`config.mk`:
```
export PLATFORM = sky130hd
export DESIGN_NAME = pme_wake_dev_flat
export DESIGN_NICKNAME = d
export VERILOG_FILES = /design/src/common/pme_wake_pkg.sv /design/src/common/pme_wake_if.sv /design/src/rtl/pme_wake_dev.sv /design/src/flat_wrapper.sv
export VERILOG_INCLUDE_DIRS = /design/src /design/src/common
export SDC_FILE = /design/constraint.sdc
export NUM_CORES = 1
export LEC_CHECK = 0
export BUFFER_PORTS_ARGS = -buffer_cell sky130_fd_sc_hd__buf_2
export CAP_MARGIN = 30
export CORE_ASPECT_RATIO = 1.2
export CORE_MARGIN = 2
export CORE_UTILIZATION = 53
export CTS_BUF_LIST = sky130_fd_sc_hd__clkbuf_8
export CTS_CLUSTER_SIZE = 40
export DETAILED_ROUTE_END_ITERATION = 7
export PLACE_DENSITY = 0.81
export SLEW_MARGIN = 10
export SYNTH_ARGS = -nofsm -noshare
export SYNTH_HDL_FRONTEND = slang
export SYNTH_SLANG_ARGS = --single-unit
```
`constraint.sdc`:
```
create_clock -name CLK_SYS -period 2.05 [get_ports CLK_SYS]
set_input_delay 0.205 -clock CLK_SYS [delete_from_list [all_inputs] [get_ports CLK_SYS]]
set_output_delay 0.205 -clock CLK_SYS [all_outputs]
set_load 0.02 [all_outputs]
```
`src/common/pme_wake_regs.svh`:
```
`ifndef PME_WAKE_REGS_SVH
`define PME_WAKE_REGS_SVH
`define PMC_ADDR_CTRL      8'h84
`define PMC_ADDR_CONFIG    8'h74
`define PMC_BIT_READY      0
`define PMC_BIT_OUT_EN     1
`define PMC_BIT_POL        2
`define PMC_BIT_PULSE      3
`define PMC_CAUSE_LO       4
`define PMC_CAUSE_HI       5
`define PMC_BIT_DRIVE      6
`define PMC_BIT_ENERGY_EN  8
`define PMC_BIT_FRAME_EN   9
`define PMC_MODE_LO        12
`define PMC_MODE_HI        13
`define PMC_WMASK          32'h0000337E
`define PMC_PULSE_MS       50
`define PMC_CLK_HZ         50000000
`define PMC_READY_CYCLES   16
`define CMD_ADDR_CTRL      4'h0
`define CMD_ADDR_STATUS    4'h4
`define CMD_ADDR_RDATA     4'h8
`endif

```
`src/common/pme_wake_pkg.sv`:
```
package pme_wake_pkg;
  typedef logic [1:0]  wake_cause_t;
  typedef logic [1:0]  power_state_t;
  typedef logic [31:0] word_t;
  typedef enum logic [3:0] {
    H_IDLE  = 4'b0001,
    H_REQ   = 4'b0010,
    H_WAIT  = 4'b0100,
    H_DONE  = 4'b1000
  } host_state_e;
endpackage

```
`src/common/pme_wake_if.sv`:
```
`timescale 1ns/1ps
interface pme_wake_if;
  logic [7:0]  addr;
  logic        rd;
  logic        wr;
  logic [31:0] wdata;
  logic [31:0] rdata;
  logic        ack;
  logic        pme_o;
  logic        pme_oe;
  logic        irq;
  modport device (input addr, input rd, input wr, input wdata,
                  output rdata, output ack, output pme_o, output pme_oe, output irq);
  modport host (output addr, output rd, output wr, output wdata,
                input rdata, input ack, input pme_o, input pme_oe, input irq);
endinterface

```
`src/rtl/pme_wake_dev.sv`:
```
`timescale 1ns/1ps
`include "pme_wake_regs.svh"
module pme_wake_dev #(
  parameter int CLK_HZ       = `PMC_CLK_HZ,
  parameter int PULSE_MS     = `PMC_PULSE_MS,
  parameter int READY_CYCLES = `PMC_READY_CYCLES
) (
  // clock and reset
  input  wire logic        CLK_SYS,
  input  wire logic        SYS_RST,
  // link to host
  pme_wake_if.device       LNK,
  // event sources, pin domain
  input  wire logic        ENERGY_EVT,
  input  wire logic        FRAME_EVT,
  input  wire logic        WAKE_REQ,
  // state seen by the rest of the chip
  output pme_wake_pkg::power_state_t POWER_STATE
);
  import pme_wake_pkg::*;

  localparam int PULSE_CYC = (CLK_HZ / 1000) * PULSE_MS;
  localparam int TW = $clog2(PULSE_CYC + 1);
  localparam int RW = $clog2(READY_CYCLES + 1);

  logic [1:0]   ed_sync_ff, fr_sync_ff, wk_sync_ff;
  logic         ed_prev_ff, fr_prev_ff, wk_prev_ff;
  wake_cause_t  cause_ff;
  power_state_t mode_ff;
  logic         frame_en_ff, energy_en_ff, drive_ff, pulse_ff, pol_ff, oe_en_ff;
  logic         ready_ff;
  logic [RW-1:0] rdy_cnt_ff;
  logic [TW-1:0] pulse_cnt_ff;
  logic         active_ff, irq_ff, pin_o_ff, pin_oe_ff, ack_ff;
  word_t        rdata_ff;
  logic         ed_rise, fr_rise, wk_rise, ed_hit, fr_hit, wake_evt;
  logic         ctrl_wr;
  word_t        ctrl_word;

  // two-flop synchronisers; only the second stage feeds logic
  always_ff @(posedge CLK_SYS) begin
    if (SYS_RST) begin
      ed_sync_ff <= 2'h0;
      fr_sync_ff <= 2'h0;
      wk_sync_ff <= 2'h0;
    end else begin
      ed_sync_ff <= {ed_sync_ff[0], ENERGY_EVT};
      fr_sync_ff <= {fr_sync_ff[0], FRAME_EVT};
      wk_sync_ff <= {wk_sync_ff[0], WAKE_REQ};
    end
  end

  always_ff @(posedge CLK_SYS) begin
    if (SYS_RST) begin
      ed_prev_ff <= 1'b0;
      fr_prev_ff <= 1'b0;
      wk_prev_ff <= 1'b0;
    end else begin
      ed_prev_ff <= ed_sync_ff[1];
      fr_prev_ff <= fr_sync_ff[1];
      wk_prev_ff <= wk_sync_ff[1];
    end
  end

  // energy and frame detectors act only in their own power mode; wake request acts in any
  assign ed_rise  = ed_sync_ff[1] & ~ed_prev_ff;
  assign fr_rise  = fr_sync_ff[1] & ~fr_prev_ff;
  assign wk_rise  = wk_sync_ff[1] & ~wk_prev_ff;
  assign ed_hit   = ed_rise & energy_en_ff & (mode_ff == 2'h2);
  assign fr_hit   = fr_rise & frame_en_ff & (mode_ff == 2'h1);
  assign wake_evt = ed_hit | fr_hit;
  assign ctrl_wr  = LNK.wr & ~ack_ff & (LNK.addr == `PMC_ADDR_CTRL);

  // cause field; set wins over clear
  always_ff @(posedge CLK_SYS) begin
    if (SYS_RST) begin
      cause_ff <= 2'h0;
    end else begin
      if (ctrl_wr && ready_ff) begin
        if (LNK.wdata[`PMC_CAUSE_LO] && !ed_sync_ff[1]) begin
          cause_ff[0] <= 1'b0;
        end
        if (LNK.wdata[`PMC_CAUSE_HI] && !fr_sync_ff[1]) begin
          cause_ff[1] <= 1'b0;
        end
      end
      if (ed_hit) begin
        cause_ff[0] <= 1'b1;
      end
      if (fr_hit) begin
        cause_ff[1] <= 1'b1;
      end
    end
  end

  // writable control fields
  always_ff @(posedge CLK_SYS) begin
    if (SYS_RST) begin
      frame_en_ff  <= 1'b0;
      energy_en_ff <= 1'b0;
      drive_ff  <= 1'b0;
      pulse_ff  <= 1'b0;
      pol_ff    <= 1'b0;
      oe_en_ff  <= 1'b0;
    end else if (ctrl_wr) begin
      frame_en_ff  <= LNK.wdata[`PMC_BIT_FRAME_EN];
      energy_en_ff <= LNK.wdata[`PMC_BIT_ENERGY_EN];
      drive_ff  <= LNK.wdata[`PMC_BIT_DRIVE];
      pulse_ff  <= LNK.wdata[`PMC_BIT_PULSE];
      pol_ff    <= LNK.wdata[`PMC_BIT_POL];
      oe_en_ff  <= LNK.wdata[`PMC_BIT_OUT_EN];
    end
  end

  // power mode: host sets, a wake event or wake request returns to normal
  always_ff @(posedge CLK_SYS) begin
    if (SYS_RST) begin
      mode_ff <= 2'h0;
    end else if (wake_evt || wk_rise) begin
      mode_ff <= 2'h0;
    end else if (ctrl_wr && LNK.wdata[`PMC_MODE_HI:`PMC_MODE_LO] != 2'h3) begin
      mode_ff <= LNK.wdata[`PMC_MODE_HI:`PMC_MODE_LO];
    end
  end

  // ready after a settle time in normal mode, cleared in reduced modes
  always_ff @(posedge CLK_SYS) begin
    if (SYS_RST) begin
      rdy_cnt_ff <= '0;
      ready_ff   <= 1'b0;
    end else if (mode_ff != 2'h0) begin
      rdy_cnt_ff <= '0;
      ready_ff   <= 1'b0;
    end else if (rdy_cnt_ff == RW'(READY_CYCLES)) begin
      ready_ff   <= 1'b1;
    end else begin
      rdy_cnt_ff <= rdy_cnt_ff + RW'(1);
    end
  end

  // event indication: pulse timer or static hold
  always_ff @(posedge CLK_SYS) begin
    if (SYS_RST) begin
      active_ff    <= 1'b0;
      pulse_cnt_ff <= '0;
    end else if (wake_evt) begin
      active_ff    <= 1'b1;
      pulse_cnt_ff <= TW'(PULSE_CYC);
    end else if (cause_ff == 2'h0 || !(frame_en_ff || energy_en_ff)) begin
      active_ff    <= 1'b0;
      pulse_cnt_ff <= '0;
    end else if (pulse_ff && active_ff) begin
      if (pulse_cnt_ff <= TW'(1)) begin
        active_ff <= 1'b0;
      end
      pulse_cnt_ff <= (pulse_cnt_ff == '0) ? '0 : pulse_cnt_ff - TW'(1);
    end
  end

  // pin driver with polarity (push-pull only, open drain always pulls low), drive type and enable
  always_ff @(posedge CLK_SYS) begin
    if (SYS_RST) begin
      pin_o_ff  <= 1'b0;
      pin_oe_ff <= 1'b0;
    end else if (!drive_ff) begin
      pin_o_ff  <= 1'b0;
      pin_oe_ff <= oe_en_ff & active_ff;
    end else begin
      pin_o_ff  <= pol_ff ? active_ff : ~active_ff;
      pin_oe_ff <= oe_en_ff;
    end
  end

  // internal interrupt follows the cause field whatever the pin enable
  always_ff @(posedge CLK_SYS) begin
    if (SYS_RST) begin
      irq_ff <= 1'b0;
    end else begin
      irq_ff <= (cause_ff != 2'h0) | wake_evt;
    end
  end

  // register read mux
  always_comb begin
    ctrl_word = '0;
    ctrl_word[`PMC_BIT_READY] = ready_ff;
    ctrl_word[`PMC_BIT_OUT_EN] = oe_en_ff;
    ctrl_word[`PMC_BIT_POL] = pol_ff;
    ctrl_word[`PMC_BIT_PULSE] = pulse_ff;
    ctrl_word[`PMC_CAUSE_HI:`PMC_CAUSE_LO] = cause_ff;
    ctrl_word[`PMC_BIT_DRIVE] = drive_ff;
    ctrl_word[`PMC_BIT_ENERGY_EN] = energy_en_ff;
    ctrl_word[`PMC_BIT_FRAME_EN] = frame_en_ff;
    ctrl_word[`PMC_MODE_HI:`PMC_MODE_LO] = mode_ff;
  end

  // one-cycle acknowledge; control readable in every mode
  always_ff @(posedge CLK_SYS) begin
    if (SYS_RST) begin
      ack_ff   <= 1'b0;
      rdata_ff <= '0;
    end else begin
      ack_ff <= (LNK.rd | LNK.wr) & ~ack_ff;
      if (LNK.rd && !ack_ff) begin
        rdata_ff <= (LNK.addr == `PMC_ADDR_CTRL) ? ctrl_word : '0;
      end
    end
  end

  assign LNK.ack    = ack_ff;
  assign LNK.rdata  = rdata_ff;
  assign LNK.pme_o  = pin_o_ff;
  assign LNK.pme_oe = pin_oe_ff;
  assign LNK.irq    = irq_ff;
  assign POWER_STATE = mode_ff;
endmodule

```
`src/flat_wrapper.sv`:
```
// flat-port wrapper written by rule: the top's interface ports become plain ports
module pme_wake_dev_flat import pme_wake_pkg::*;
#(
  parameter int CLK_HZ       = `PMC_CLK_HZ,
  parameter int PULSE_MS     = `PMC_PULSE_MS,
  parameter int READY_CYCLES = `PMC_READY_CYCLES
)
  (CLK_SYS, SYS_RST, ENERGY_EVT, FRAME_EVT, WAKE_REQ, POWER_STATE, LNK_addr, LNK_rd, LNK_wr, LNK_wdata, LNK_rdata, LNK_ack, LNK_pme_o, LNK_pme_oe, LNK_irq);
  pme_wake_if LNK_i ();
  input  wire logic CLK_SYS;
  input  wire logic SYS_RST;
  input  wire logic ENERGY_EVT;
  input  wire logic FRAME_EVT;
  input  wire logic WAKE_REQ;
  output pme_wake_pkg::power_state_t POWER_STATE;
  input wire logic [$bits(LNK_i.addr)-1:0] LNK_addr;
  input wire logic [$bits(LNK_i.rd)-1:0] LNK_rd;
  input wire logic [$bits(LNK_i.wr)-1:0] LNK_wr;
  input wire logic [$bits(LNK_i.wdata)-1:0] LNK_wdata;
  output wire logic [$bits(LNK_i.rdata)-1:0] LNK_rdata;
  output wire logic [$bits(LNK_i.ack)-1:0] LNK_ack;
  output wire logic [$bits(LNK_i.pme_o)-1:0] LNK_pme_o;
  output wire logic [$bits(LNK_i.pme_oe)-1:0] LNK_pme_oe;
  output wire logic [$bits(LNK_i.irq)-1:0] LNK_irq;
  assign LNK_i.addr = LNK_addr;
  assign LNK_i.rd = LNK_rd;
  assign LNK_i.wr = LNK_wr;
  assign LNK_i.wdata = LNK_wdata;
  assign LNK_rdata = LNK_i.rdata;
  assign LNK_ack = LNK_i.ack;
  assign LNK_pme_o = LNK_i.pme_o;
  assign LNK_pme_oe = LNK_i.pme_oe;
  assign LNK_irq = LNK_i.irq;
  pme_wake_dev #(.CLK_HZ(CLK_HZ), .PULSE_MS(PULSE_MS), .READY_CYCLES(READY_CYCLES)) u_core (.CLK_SYS(CLK_SYS), .SYS_RST(SYS_RST), .LNK(LNK_i), .ENERGY_EVT(ENERGY_EVT), .FRAME_EVT(FRAME_EVT), .WAKE_REQ(WAKE_REQ), .POWER_STATE(POWER_STATE));
endmodule
```
==> flow_summary.yaml, run 1 <==
status:
  status: "completed"
synthesis:
  synthCells: 325
  yosysWarnings: 0
  synth-async-reset-ratio: 0
  synth_edf_count: 0
  synth.distinct_cells: 51
  ys_seq_area_frac: 0.434
  syn_area_sq_um: 2910
  synth-seq-cells: 63
  synth_area_per_cell_sq_um: 8.94
  synth_flop_cell: "dfxtp_1"
global_route:
  antenna_found_initial: 0
  grt_pass1_vias: 2234
  overflow: 0
  track_usage: 0.213
  grt_pass1_wl_um: 10000
  grt_start_max_net_pins: 27
drt:
  vias: 2396
  wl_per_cell_um: 13.8
  wl_um: 6100
  antenna_left: 0
  drtIter0Drc: 131
  routed_via_density: 5.41
  drc: 0
  dr.pass1.iters: 4
placed_design:
  port_buffers: 41
  place_area_sq_um: 3150
  dp_hpwl_um: 4450
  post-place-ws_ns: 0.183
  gp_congestion: 0.984
critical_path:
  crit_path_start_kind: "register"
  r2r_cells: 5
  crit_type: "reg -> reg"
  endpoint_kind: "register"
  critPathRequiredTime_ns: 2.28
  crit_fanout: 9
  cp_data_arrival_time_ns: 2.16
layout:
  final_common_cell: "dfxtp_1"
  drive_above_1_share: 0.218
  antennaDiodeCount: 0
  final_cell_mix: "dfxtp_1, nor2_1, buf_2, conb_1, a21oi_1"
  area_growth_pct: 15.2
  fin_area_sq_um: 3350
  fin_nets: 428
clocking:
  cts_buffer_depth: 2
  cts_setup_buffers: 0
  path_clk_slew_ns: 0.07
  cts_buffers: 9
  clock_latency_ns: 0.35
  htreeDepth: 3
  cts_hold_buf: 0
  cts_tree: "done"
  cts_root_buf: "clkbuf_8"
  cts_resized: 0
  cts_sinks: 63
timing:
  setup_viol: 0
  finalCritPeriodShare: 0.941
  max_freq_mhz: 518
  timing.final.ws_setup_ns: 0.121
  skew_ns: 0.00843
  tightest_slew_ns: 0.519
  hold_violations: 0
  slew_headroom: 0.654
  rsz0062_at_grt: "no"
  setup_tns_ns: 0
  period_needed_ns: 1.93
  slew_violations: 0
die:
  start_util: 0.548
  die_w_um: 71.6
  die_area_sq_um: 6090
  rows: 29
  ios: 85
  die_y_um: 85.1
  coreArea_sq_um: 5300
min_path:
  min_path_cells: 2
  hold_path_class: "in -> reg"
power_and_ir_drop:
  power_density_nw_per_um2: 728
  power_leakage_nw: 1.43
  max-vdd-ir-drop_mv: 0.421
job:
  max_cap_violations: 0
-- synthesized netlist by cell type (3+ instances only) --
cell	instances	share of area
nand3_1	10	0.017
a221oi_1	3	0.0090
or2_2	5	0.011
xor2_1	5	0.015
dfxtp_1	63	0.43
xnor2_1	9	0.027
nor2_1	51	0.066
mux2i_1	9	0.031
nor3_1	8	0.014
inv_1	8	0.010
nand2b_1	5	0.011
clkbuf_1	8	0.010
buf_4	21	0.054
nand2_1	12	0.016
buf_2	3	0.0052
nor2b_1	11	0.024
o22ai_1	4	0.0086
or3_1	7	0.015
a22oi_1	13	0.034
nor4_1	9	0.019
ha_1	4	0.017
a21oi_1	17	0.029
-- power breakdown --
group | leakage (nW) | internal (mW) | switching (mW)
logic | 0.821 | 0.0374 | 0.0743
clock network | 0.103 | 0.614 | 0.463
registers | 0.510 | 1.24 | 0.00904
total | 1.43 | 1.89 | 0.547
-- kinds of logic (layout without fill, tap and decap cells) --
kind of cell             Yosys count  count (layout)  share of synthesized area
AO/OA/AOI/OAI                     51              51                      0.119
XOR/XNOR                          14              14                     0.0422
adder cells (fa/ha/maj)            4               4                     0.0172
buffers and inverters             42              78                     0.0853
flip-flops                        63              63                      0.434
multiplexers                      10              10                     0.0349
other                              1              21                    0.00129
AND/OR/NAND/NOR                  140             140                      0.266
-- per-stage QoR --
stage | hold WS, ns | power [mW] | utilization | instances
floorplan | 0.333 | 1.38 | - | 345
global placement | 0.420 | 1.38 | 0.595 | 428
detailed placement | 0.423 | 1.39 | 0.595 | 428
CTS | 0.0713 | 2.45 | 0.632 | 443
global route | 0.0784 | 2.51 | 0.632 | 443
finish | 0.0681 | 2.44 | 0.632 | 443
-- sequential cells by signal (all words and copies together), names as in the netlist --
name and cells:
u_core.ready_ff 1, u_core.drive_ff 1, u_core.energy_en_ff 1, u_core.frame_en_ff 1, u_core.LNK.pme_o 1, u_core.fr_prev_ff 1, u_core.POWER_STATE 2, u_core.pol_ff 1
u_core.LNK.pme_oe 1, u_core.LNK.rdata 11, u_core.LNK.ack 1, u_core.wk_prev_ff 1, u_core.wk_sync_ff 2, u_core.fr_sync_ff 2, u_core.pulse_cnt_ff 22, u_core.oe_en_ff 1
u_core.ed_sync_ff 2, u_core.cause_ff 2, u_core.LNK.irq 1, u_core.active_ff 1, u_core.ed_prev_ff 1, u_core.pulse_ff 1, u_core.rdy_cnt_ff 5
-- path summary, 6_finish.rpt --
| kind | start | endpoint | slack (ns) |
|---|---|---|---|
| hold reg to reg | u_core.wk_sync_ff[0] | u_core.wk_sync_ff[1] | 0.44 |
| hold / removal | WAKE_REQ | u_core.wk_sync_ff[0] | 0.07 |
| setup reg to reg | u_core.pulse_cnt_ff[5] | u_core.pulse_cnt_ff[20] | 0.12 |
| setup / recovery | u_core.pulse_cnt_ff[5] | u_core.pulse_cnt_ff[20] | 0.12 |
-- final cells by class --
class                   count  area, sq um
fillers                   433         1950
multi-input cells         240         1470
flip-flops and latches     63         1260
repair buffers             55          310
clock buffers              11          151
well taps                  62         77.6
clock inverters             4         46.3
inverters                   8         30.0
-- layer usage --
| layer | track usage | vias up | wire [um] |
|---|---|---|---|
| met1 | 0.243 | 1107 | 2560 |
| met3 | 0.0606 | 12 | 287 |
| li1 | - | 1207 | - |
| met4 | 0.118 | 0 | 146 |
| met5 | 0 | - | 0 |
| met2 | 0.355 | 70 | 3100 |
-- critical path: stages, from the launching register on --
cell and delay (ns):
dfxtp_1 0.35, nor3_1 0.40, nand4b_2 0.30, nor4_1 0.48, mux2i_1 0.23, nor2_1 0.05
(Power assumes the default switching activity.)
==> run 2, diff against run 1 <==
Settings changed: CORE_UTILIZATION 53 to 52, PLACE_DENSITY 0.81 to 0.8.
==> run 2 against run 1 <==
Clock-buffer cell count down 1; critical path type unchanged; worst hold slack better by 0.015 ns; via count increased by 2.4%.
==> flow_summary.yaml, run 2 (same netlist as run 1, synthesis figures left out) <==
critical_path:
  slowest_stage: "or3_1"
  cp_data_arrival_time_ns: 2.14
  cp_num_buf_inv: 0
  slowest_delay_ns: 0.46
  endpoint_kind: "register"
  cp.depth: 5
  rr_startpoint: "u_core.pulse_cnt_ff[14]"
  crit_fanout: 7
  crit_path_start_kind: "register"
  setup.worst_path.start: "u_core.pulse_cnt_ff[14]"
  critPathRequiredTime_ns: 2.26
  crit_type: "reg -> reg"
  worst_path_dominant_cell_family: "simple AND/OR/NAND/NOR gates"
  path_cells: "or3_1, and4bb_1, and3_1, a21o_1, nor2_1"
  r2r_cells: 5
layout:
  instances_no_fill: 446
  final_common_cell: "dfxtp_1"
  drive_above_1_share: 0.227
  largest-register: "u_core.pulse_cnt_ff"
  fillers: 446
  area_growth_pct: 15.8
  largest_reg_flops: 22
  fin_nets: 430
  antennaDiodeCount: 0
  final_cell_mix: "dfxtp_1, nor2_1, buf_2, conb_1, a21oi_1"
global_route:
  track_usage: 0.210
  grt_pass1_wl_um: 10200
  antenna_found_initial: 0
  grt_start_max_net_pins: 27
  overflow: 0
  grt_pass1_vias: 2336
clocking:
  cts_hold_buf: 0
  cts_tree: "done"
  cts_buffers: 9
  cts_setup_buffers: 0
  htreeDepth: 3
  cts_sinks: 63
  path_clk_slew_ns: 0.06
  cts_root_buf: "clkbuf_8"
  cts_resized: 0
  cts_buffer_depth: 2
  clock_latency_ns: 0.34
min_path:
  hp-start: "ENERGY_EVT"
  min_path_cells: 2
  hold_path_class: "in -> reg"
drt:
  vias: 2453
  wl_um: 6060
  antenna_left: 0
  dr.pass1.iters: 4
  drc: 0
  routed_via_density: 5.50
  drtIter0Drc: 170
  wl_per_cell_um: 13.6
power_and_ir_drop:
  max-vdd-ir-drop_mv: 0.403
  power_mw: 2.42
  power_leakage_nw: 1.44
  power_density_nw_per_um2: 720
die:
  ios: 85
  start_util: 0.545
  rows: 29
  die_w_um: 72.2
  die_y_um: 85.9
  coreArea_sq_um: 5330
  die_area_sq_um: 6200
timing:
  tightest_slew_ns: 0.529
  slew_violations: 0
  skew_ns: 0.0114
  hold_violations: 0
  finalCritPeriodShare: 0.939
  slew_headroom: 0.648
  max_freq_mhz: 520
  period_needed_ns: 1.92
  rsz0062_at_grt: "no"
  setup_viol: 0
  setup_tns_ns: 0
placed_design:
  port_buffers: 41
  dp_hpwl_um: 4400
  gp_congestion: 0.961
  dp.cells: 430
status:
  status: "completed"
job:
  max_cap_violations: 0
## run 2: changes by cell type in the layout (fill, tap and decap cells not counted)
cell / change
buf_4: +2
clkbuf_8: -1
clkinv_2: +2
clkinvlp_4: +1
inv_1: -1
## run 2: worst paths after layout
kind                        endpoint  slack (ns)
min reg2reg     u_core.fr_sync_ff[1]        0.44
min             u_core.ed_sync_ff[0]        0.08
max reg2reg  u_core.pulse_cnt_ff[11]        0.13
max          u_core.pulse_cnt_ff[11]        0.13
## run 2: power breakdown
| group | switching, mW | internal (mW) |
|---|---|---|
| Sequential | 0.00894 | 1.24 |
| Combinational | 0.0742 | 0.0377 |
| Clock | 0.477 | 0.587 |
## run 2: per-stage QoR
step	worst slack [ns]	utilization	hold slack, ns	instance area [sq um]
after floorplan	0.298	-	0.333	2980
after global placement	0.200	0.593	0.419	3170
after detailed placement	0.177	0.593	0.424	3170
after CTS	0.138	0.631	0.0812	3360
after global routing	0.00506	0.631	0.0868	3360
final	0.125	0.631	0.0833	3360
## run 2: area by class of cell
class                           count  area, sq um  share of cell area
Inverter                            8         30.0             0.00893
Multi-Input combinational cell    240         1470               0.437
Clock buffer                       10          138              0.0409
Tap cell                           62         77.6              0.0231
Clock inverter                      6         60.1              0.0179
Sequential cell                    63         1260               0.375
Timing Repair Buffer               57          325              0.0967
## run 2: routing by layer
layer | global-route usage | part of all wire
met4 | 0.108 | 0.024
met2 | 0.356 | 0.51
met1 | 0.240 | 0.43
met3 | 0.0541 | 0.042
met5 | 0 | 0
